--- src/hdl/dbmp_defs.svh ---
/*
 * Constants of the data-space bus master priority block: register indices,
 * field positions, implemented-bit masks, reset values and master indices.
 * Assumes it is included by its bare name from the package and modules.
 */
`ifndef DBMP_DEFS_SVH
`define DBMP_DEFS_SVH

// ==========================================================================
// Register port
`define DBMP_ADDR_W 4
`define DBMP_DATA_W 16
`define DBMP_ADDR_MAIN 4'h0
`define DBMP_ADDR_SEC 4'h1

// ==========================================================================
// Priority control fields
`define DBMP_BIT_DMA 5
`define DBMP_BIT_CAN 4
`define DBMP_BIT_NVM 0
`define DBMP_MASK_MAIN 16'h0031
`define DBMP_MASK_SEC 16'h0020
`define DBMP_RST_VAL 16'h0000
`define DBMP_RDATA_IDLE 16'h0000

// ==========================================================================
// Bus master indices in request and grant vectors
`define DBMP_NMST 4
`define DBMP_MST_CPU 0
`define DBMP_MST_DMA 1
`define DBMP_MST_CAN 2
`define DBMP_MST_NVM 3

`endif

--- src/hdl/dbmp_pkg.sv ---
/*
 * Types of the data-space bus master priority block.
 * Assumes dbmp_defs.svh is on the include path.
 */
`include "dbmp_defs.svh"

package dbmp_pkg;
	typedef logic [`DBMP_DATA_W-1:0] dbmp_word_t;
	typedef logic [`DBMP_ADDR_W-1:0] dbmp_addr_t;
	typedef logic [`DBMP_NMST-1:0] dbmp_mvec_t;
endpackage

--- src/hdl/dbmp_arbiter.sv ---
/*
 * Fixed-priority data-space bus arbiter for one core, steered by the
 * priority-raise bits of that core's control register.
 * Assumes requests are synchronous to the core clock; grant is combinational.
 */
`timescale 1ns/1ps
`default_nettype none
`include "dbmp_defs.svh"

module dbmp_arbiter
	import dbmp_pkg::*;
(
	input wire dbmp_mvec_t i_req,
	input wire dbmp_mvec_t i_raise,
	output dbmp_mvec_t o_gnt
);

	// ======================================================================
	// Grant selection
	// Raised masters first, then the CPU, then the remaining masters.
	always_comb begin
		o_gnt = '0;
		for (int i = `DBMP_NMST - 1; i >= 1; i--) begin
			if (i_req[i] && !i_raise[i]) begin
				o_gnt = '0;
				o_gnt[i] = 1'b1;
			end
		end
		if (i_req[`DBMP_MST_CPU]) begin
			o_gnt = '0;
			o_gnt[`DBMP_MST_CPU] = 1'b1;
		end
		for (int i = `DBMP_NMST - 1; i >= 1; i--) begin
			if (i_req[i] && i_raise[i]) begin
				o_gnt = '0;
				o_gnt[i] = 1'b1;
			end
		end
	end

endmodule // dbmp_arbiter

`default_nettype wire

--- src/hdl/dbmp_top.sv ---
/*
 * Data-space bus master priority control for a dual-core controller:
 * one priority control register per core and one arbiter per core.
 * Assumes a single-cycle register port and synchronous master requests.
 */
`timescale 1ns/1ps
`default_nettype none
`include "dbmp_defs.svh"

module dbmp_top
	import dbmp_pkg::*;
(
	input wire logic i_mclk,
	input wire logic i_rst,
	input wire dbmp_addr_t i_addr,
	input wire dbmp_word_t i_wdata,
	input wire logic i_wr,
	input wire logic i_rd,
	output dbmp_word_t o_rdata,
	input wire dbmp_mvec_t i_main_req,
	output dbmp_mvec_t o_main_gnt,
	input wire logic [1:0] i_sec_req,
	output logic [1:0] o_sec_gnt
);

	// ======================================================================
	// Helpers
	function automatic dbmp_word_t mask_write(input dbmp_word_t data,
		input dbmp_word_t mask);
		mask_write = data & mask;
	endfunction

	function automatic dbmp_mvec_t raise_vec(input dbmp_word_t ctrl);
		dbmp_mvec_t v;
		v = '0;
		v[`DBMP_MST_DMA] = ctrl[`DBMP_BIT_DMA];
		v[`DBMP_MST_CAN] = ctrl[`DBMP_BIT_CAN];
		v[`DBMP_MST_NVM] = ctrl[`DBMP_BIT_NVM];
		raise_vec = v;
	endfunction

	// ======================================================================
	// Priority control registers
	dbmp_word_t main_ctrl_q;
	dbmp_word_t sec_ctrl_q;
	dbmp_word_t rdata_q;

	// Only implemented bits are ever stored, so unimplemented ones read zero
	always_ff @(posedge i_mclk) begin
		if (i_rst) begin
			main_ctrl_q <= `DBMP_RST_VAL;
		end else if (i_wr && i_addr == `DBMP_ADDR_MAIN) begin
			main_ctrl_q <= mask_write(i_wdata, `DBMP_MASK_MAIN);
		end
	end

	always_ff @(posedge i_mclk) begin
		if (i_rst) begin
			sec_ctrl_q <= `DBMP_RST_VAL;
		end else if (i_wr && i_addr == `DBMP_ADDR_SEC) begin
			sec_ctrl_q <= mask_write(i_wdata, `DBMP_MASK_SEC);
		end
	end

	// Read data stand only in the cycle after the strobe
	always_ff @(posedge i_mclk) begin
		if (i_rst || !i_rd) begin
			rdata_q <= `DBMP_RDATA_IDLE;
		end else begin
			case (i_addr)
				`DBMP_ADDR_MAIN: rdata_q <= main_ctrl_q;
				`DBMP_ADDR_SEC: rdata_q <= sec_ctrl_q;
				default: rdata_q <= `DBMP_RDATA_IDLE;
			endcase
		end
	end

	assign o_rdata = rdata_q;

	// ======================================================================
	// Arbiters
	dbmp_mvec_t sec_req_v;
	dbmp_mvec_t sec_gnt_v;
	dbmp_mvec_t sec_raise_v;

	// Secondary core has no CAN or NVM master on its bus
	assign sec_req_v = {2'b00, i_sec_req};
	assign sec_raise_v = raise_vec(mask_write(sec_ctrl_q, `DBMP_MASK_SEC));

	// No bus lock: grants are re-arbitrated every cycle, so a raised master can split a burst
	dbmp_arbiter u_main_arb (
		.i_req(i_main_req),
		.i_raise(raise_vec(main_ctrl_q)),
		.o_gnt(o_main_gnt)
	);

	dbmp_arbiter u_sec_arb (
		.i_req(sec_req_v),
		.i_raise(sec_raise_v),
		.o_gnt(sec_gnt_v)
	);

	assign o_sec_gnt = sec_gnt_v[1:0];
endmodule // dbmp_top

`default_nettype wire

--- config.mk ---
export PLATFORM = sky130hd
export DESIGN_NAME = dbmp_top
export DESIGN_NICKNAME = d
export VERILOG_FILES = /design/src/hdl/dbmp_pkg.sv /design/src/hdl/dbmp_arbiter.sv /design/src/hdl/dbmp_top.sv
export VERILOG_INCLUDE_DIRS = /design/src /design/src/hdl
export SDC_FILE = /design/constraint.sdc
export NUM_CORES = 1
export LEC_CHECK = 0
export ABC_AREA = 1
export BUFFER_PORTS_ARGS = -buffer_cell sky130_fd_sc_hd__buf_2
export CAP_MARGIN = 20
export CORE_UTILIZATION = 34
export CTS_CLUSTER_SIZE = 8
export DETAILED_ROUTE_END_ITERATION = 12
export PLACE_DENSITY = 0.88
export SETUP_SLACK_MARGIN = 0.4
export SKIP_LAST_GASP = 1
export SYNTH_ARGS = -nofsm -noshare
export SYNTH_HDL_FRONTEND = slang
export SYNTH_SLANG_ARGS = --single-unit
--- constraint.sdc ---
create_clock -name i_mclk -period 1 [get_ports i_mclk]
set_clock_uncertainty 0.1 [all_clocks]
set_input_delay 0.05 -clock i_mclk [delete_from_list [all_inputs] [get_ports i_mclk]]
set_output_delay 0.05 -clock i_mclk [all_outputs]
set_load 0.1 [all_outputs]
After elaboration in Yosys (flattened, before gate mapping) --
Cells that the tools add are included.
Word-level totals: flip-flop bits (word level) 20, bits of input ports 30, output and inout port bits 22, logic and storage cells 32
Operators by class: equality and inequality tests 1, muxes and demuxes 11, reduce and logical (&&, ||, !) cells 17
Operators by type and width (number):
- $mux 4 | 7
- $pmux 6 s2 | 1
- $logic_and 1x1->1 | 10
- $mux 2 | 3
- $logic_not 1->1 | 5
- $eq 4x1->1 const B | 1
- $logic_not 4->1 | 1
- $logic_or 1x1->1 | 1

Logic depth before layout (Yosys ltp) --
depth in word-level cells 9, gate-level depth with buffers 6, gate-level depth less buffers 6

Cells and area by module --
Synthesis repeated with hierarchy kept, for this count alone.
Second synthesis, totals: cell total of the unflattened synthesis 110, area total of the unflattened synthesis 634.4 um^2
Modules (own cells, without submodules):
- dbmp_top | times used 1, cells an instance 62, area each 429.2 um^2
- dbmp_arbiter | times used 2, cells an instance 24, area each 102.6 um^2

Worst setup path after synthesis --
No wires, ideal clock.
path type register to output, from reg main_ctrl_q[5], to out o_main_gnt[2], data arrival time 2.668 ns, slack -1.818 ns, cell stages (with the launch flop) 5, cell sequence dfxtp_1 inv_1 nand2_1 nand4_1 a21boi_0
Between the ends: longest elaborated chain between the ends 7, elaborated cells on any way between the ends 8, classes of those cells mux (5); reduce/logical (3)
RTL lines:
- start, declared | line dbmp_top.sv:44 | dbmp_word_t main_ctrl_q;
- start signal, assigned | line dbmp_top.sv:51 | main_ctrl_q <= `DBMP_RST_VAL;
- start signal, assigned | line dbmp_top.sv:53 | main_ctrl_q <= mask_write(i_wdata, `DBMP_MASK_MAIN);
- $logic_not 1->1 | line dbmp_arbiter.sv:24 | if (i_req[i] && !i_raise[i]) begin
- $logic_and 1x1->1 | line dbmp_arbiter.sv:24
- $mux 4 | line dbmp_arbiter.sv:24
- $mux 4 | line dbmp_arbiter.sv:29 | if (i_req[`DBMP_MST_CPU]) begin
- $mux 4 (2 in a row) | line dbmp_arbiter.sv:34 | if (i_req[i] && i_raise[i]) begin
- $mux 4 * | line dbmp_arbiter.sv:34
- end, declared | line dbmp_top.sv:21 | output dbmp_mvec_t o_main_gnt,
Mark *: on every way between the ends. The rest lies on a longest branch, timed or not.

Worst setup path in the final report --
from reg main_ctrl_q[4], to out o_main_gnt[3]
Between the ends: longest elaborated chain between the ends 8, elaborated cells on any way between the ends 9, classes of those cells mux (6); reduce/logical (3)
RTL lines (line):
- $logic_not 1->1 | dbmp_arbiter.sv:24
- $logic_and 1x1->1 | dbmp_arbiter.sv:24
- $mux 4 (2 in a row) | dbmp_arbiter.sv:24
- $mux 4 | dbmp_arbiter.sv:29
- $mux 4 | dbmp_arbiter.sv:34
- $mux 4 * (2 in a row) | dbmp_arbiter.sv:34
Marks and branches as above.

==> flow_summary.json <==
{
  "vdd_drop_max_mv": 0.7815,
  "p_comb_share_pct": 49.9,
  "pwr-share-clk_pct": 24.6,
  "synth.yosys.seq_area_share_pct": 26.60,
  "clock_sinks": 7,
  "hold_path.class": "in -> reg",
  "min_to": "sec_ctrl_q[5]",
  "syn_area_sq_um": 526.8,
  "drt_first_pass_iters": 4,
  "whs_ns": -0.002753,
  "final-seq-area_sq_um": 161.4,
  "setup_tns_ns": -1.776,
  "final_nets": 147,
  "violations": "negative hold slack, negative setup slack",
  "pwr_density_cell_nw_per_um2": 1124,
  "drive_gt1_share_pct": 56.90,
  "whs_path_depth": 4,
  "first_iter_violations": 22,
  "reg2reg_slack_ns": 0.15,
  "clk_latency_ns": 0.26,
  "overflow": 0,
  "power_leakage_nw": 0.4767,
  "period_share_pct": 141.4,
  "status": "finished, violations left",
  "path_max_fanout": 2,
  "stdcell_area_sq_um": 967.2,
  "dp_hpwl_um": 1143,
  "postRouteAntennaNets": 0,
  "fillCellCount": 100,
  "placed_area_sq_um": 869.6,
  "drv_slew": 0,
  "pin_count": 52,
  "crit_type": "reg -> out",
  "start_util_pct": 38.55,
  "grt_usage_pct": 21.88,
  "cts-root-buf": "clkbuf_4",
  "wl_per_cell_um": 12.21,
  "ys_types": 14,
  "tritoncts": "built",
  "max-clock-path-buffers": 2,
  "final.setup.worst_slack_ns": -0.4136,
  "fmax_ghz": 0.7074,
  "num_rows": 13,
  "syn_to_final_growth_pct": 83.61,
  "cts_buffers": 3,
  "critPathBufInv": 2,
  "avgSynthCellArea_sq_um": 6.346,
  "p_int_w": 0.0005472,
  "rr_startpoint": "main_ctrl_q[5]",
  "drt-vias-per-instance": 4.878,
  "r2r_end": "main_ctrl_q[5]",
  "synthCells": 83,
  "finalHoldViolations": 2,
  "worst_path_dominant_cell_family": "flip-flops",
  "crit_slowest_cell": "dfxtp_2",
  "vias": 639,
  "final_core_util_pct": 70.79,
  "yosys_warnings": 0,
  "ctsHtreeMaxLevel": 1,
  "cp.arrival_ns": 1.26,
  "hp-start": "i_rst",
  "end_kind": "output port",
  "antenna_found_initial": 0,
  "swShare_pct": 49.67,
  "path_cells": "inv_2 > a21oi_2 > nand2_1 > a21oi_4 > buf_12",
  "power.total_w": 0.001087,
  "fp.dieH_um": 41.36,
  "max_stage_delay_ns": 0.34,
  "grt_max_degree": 10,
  "power_switching_w": 0.0005401,
  "grt_pass1_wl_um": 2256,
  "grt_pass1_vias": 512,
  "final_cell_mix": "buf_2 (16), conb_1 (13), nand2_1 (11), inv_1 (10), buf_12 (9)",
  "cts.clk_slew.worst_paths_ns": 0.05,
  "multi_input_area_sq_um": 385.4,
  "setup_violations": 6,
  "io_buffer_count": 25,
  "r2r_cells": 5,
  "die-area_sq_um": 1711,
  "core-area_sq_um": 1366,
  "diodes": 0,
  "p_seq_share_pct": 25.4,
  "routed_wl_um": 1599,
  "drv_cap": 0,
  "min_period_ns": 1.414,
  "grt_setup_unrepaired": "true",
  "final_common_cell": "buf_2",
  "place_congestion": 0.7988,
  "crit_required_ns": 0.85,
  "drc": 0,
  "synth-seq-cells": 7,
  "die_w_um": 41.36,
  "start_kind": "register"
}
## final cells by class
cell class	instances	area share, %
clock buffers	4	2.717
repair buffers	30	32.34
inverters	16	6.468
flip-flops and latches	7	16.69
multi-input cells	59	39.84
well taps	15	1.940
## sequential cells by signal, summed over array words and instances, names as in the netlist
| register | flops |
|---|---|
| main_ctrl_q | 3 |
| o_rdata | 3 |
| sec_ctrl_q | 1 |
## cell usage after synthesis
| library cell | n | area share (%) |
|---|---|---|
| nand2_1 | 18 | 13 |
| inv_1 | 16 | 11 |
| buf_4 | 13 | 19 |
| nor2_1 | 8 | 5.7 |
| dfxtp_1 | 7 | 27 |
| nand4_1 | 6 | 7.1 |
| a21boi_0 | 3 | 4.3 |
| a21oi_1 | 3 | 2.8 |
| nand3_1 | 3 | 2.8 |
| nor3_1 | 2 | 1.9 |
| conb_1 | 1 | 0.71 |
| nand3_2 | 1 | 1.9 |
| nor2_2 | 1 | 1.2 |
| nor2_4 | 1 | 2.1 |
## cells by family after synthesis
kind of cell / Yosys count / synth area share (%)
buffers and inverters: 29 / 29.93
AOI/OAI and AO/OA: 6 / 7.125
DFF: 7 / 26.60
and+or+nand+nor: 40 / 35.63
other: 1 / 0.7119
## metal layers
metal / vias up / GRT usage, % / share of wire [%] / routed length (um)
li1: 296 / - / - / -
met2: 37 / 35.16 / 54 / 865
met4: 0 / 14.52 / 3.4 / 55
met3: 9 / 10.11 / 6.3 / 100
met1: 297 / 22.68 / 36 / 577
met5: - / 0 / 0 / 0
## timing repair
| action | CTS | global route |
|---|---|---|
| buffers inserted | 1 | 0 |
| hold endpoints to repair | 6 | 1 |
| resized for setup | 10 | 10 |
| pin swaps | 10 | 8 |
| endpoints found under the setup margin | 16 | 16 |
## worst max path at each step
stage,start,to,slack (ns),cells after the start
finish,main_ctrl_q[4],o_main_gnt[3],-0.41,5
CTS,main_ctrl_q[5],o_main_gnt[3],-0.36,4
detailed placement,main_ctrl_q[4],o_main_gnt[3],-0.13,5
global placement,main_ctrl_q[5],o_main_gnt[2],-0.08,5
floorplan,main_ctrl_q[5],o_main_gnt[2],-0.29,4
global route,main_ctrl_q[5],o_main_gnt[3],-0.48,5
## worst register-to-register path, cell delays in order (launching register included)
cell	delay [ns]
dfxtp_4	0.37
inv_2	0.05
buf_6	0.10
nand2_2	0.05
inv_2	0.03
nor2_1	0.08
## power groups by stage
stage | clock network (W) | logic [W] | registers [W]
floorplan | 0 | 0.000430 | 0.000285
global placement | 0 | 0.000514 | 0.000285
detailed placement | 0 | 0.000522 | 0.000285
CTS | 0.000270 | 0.000530 | 0.000278
global route | 0.000307 | 0.000560 | 0.000276
finish | 0.000268 | 0.000543 | 0.000277
## stage by stage
stage / setup WS, ns / std cells
after detailed placement: -0.1335 / 126
after global routing: -0.4806 / 131
after floorplan: -0.2941 / 95
after CTS: -0.3649 / 131
after global placement: -0.07913 / 126
final: -0.4136 / 131
(Power assumes the default switching activity.)
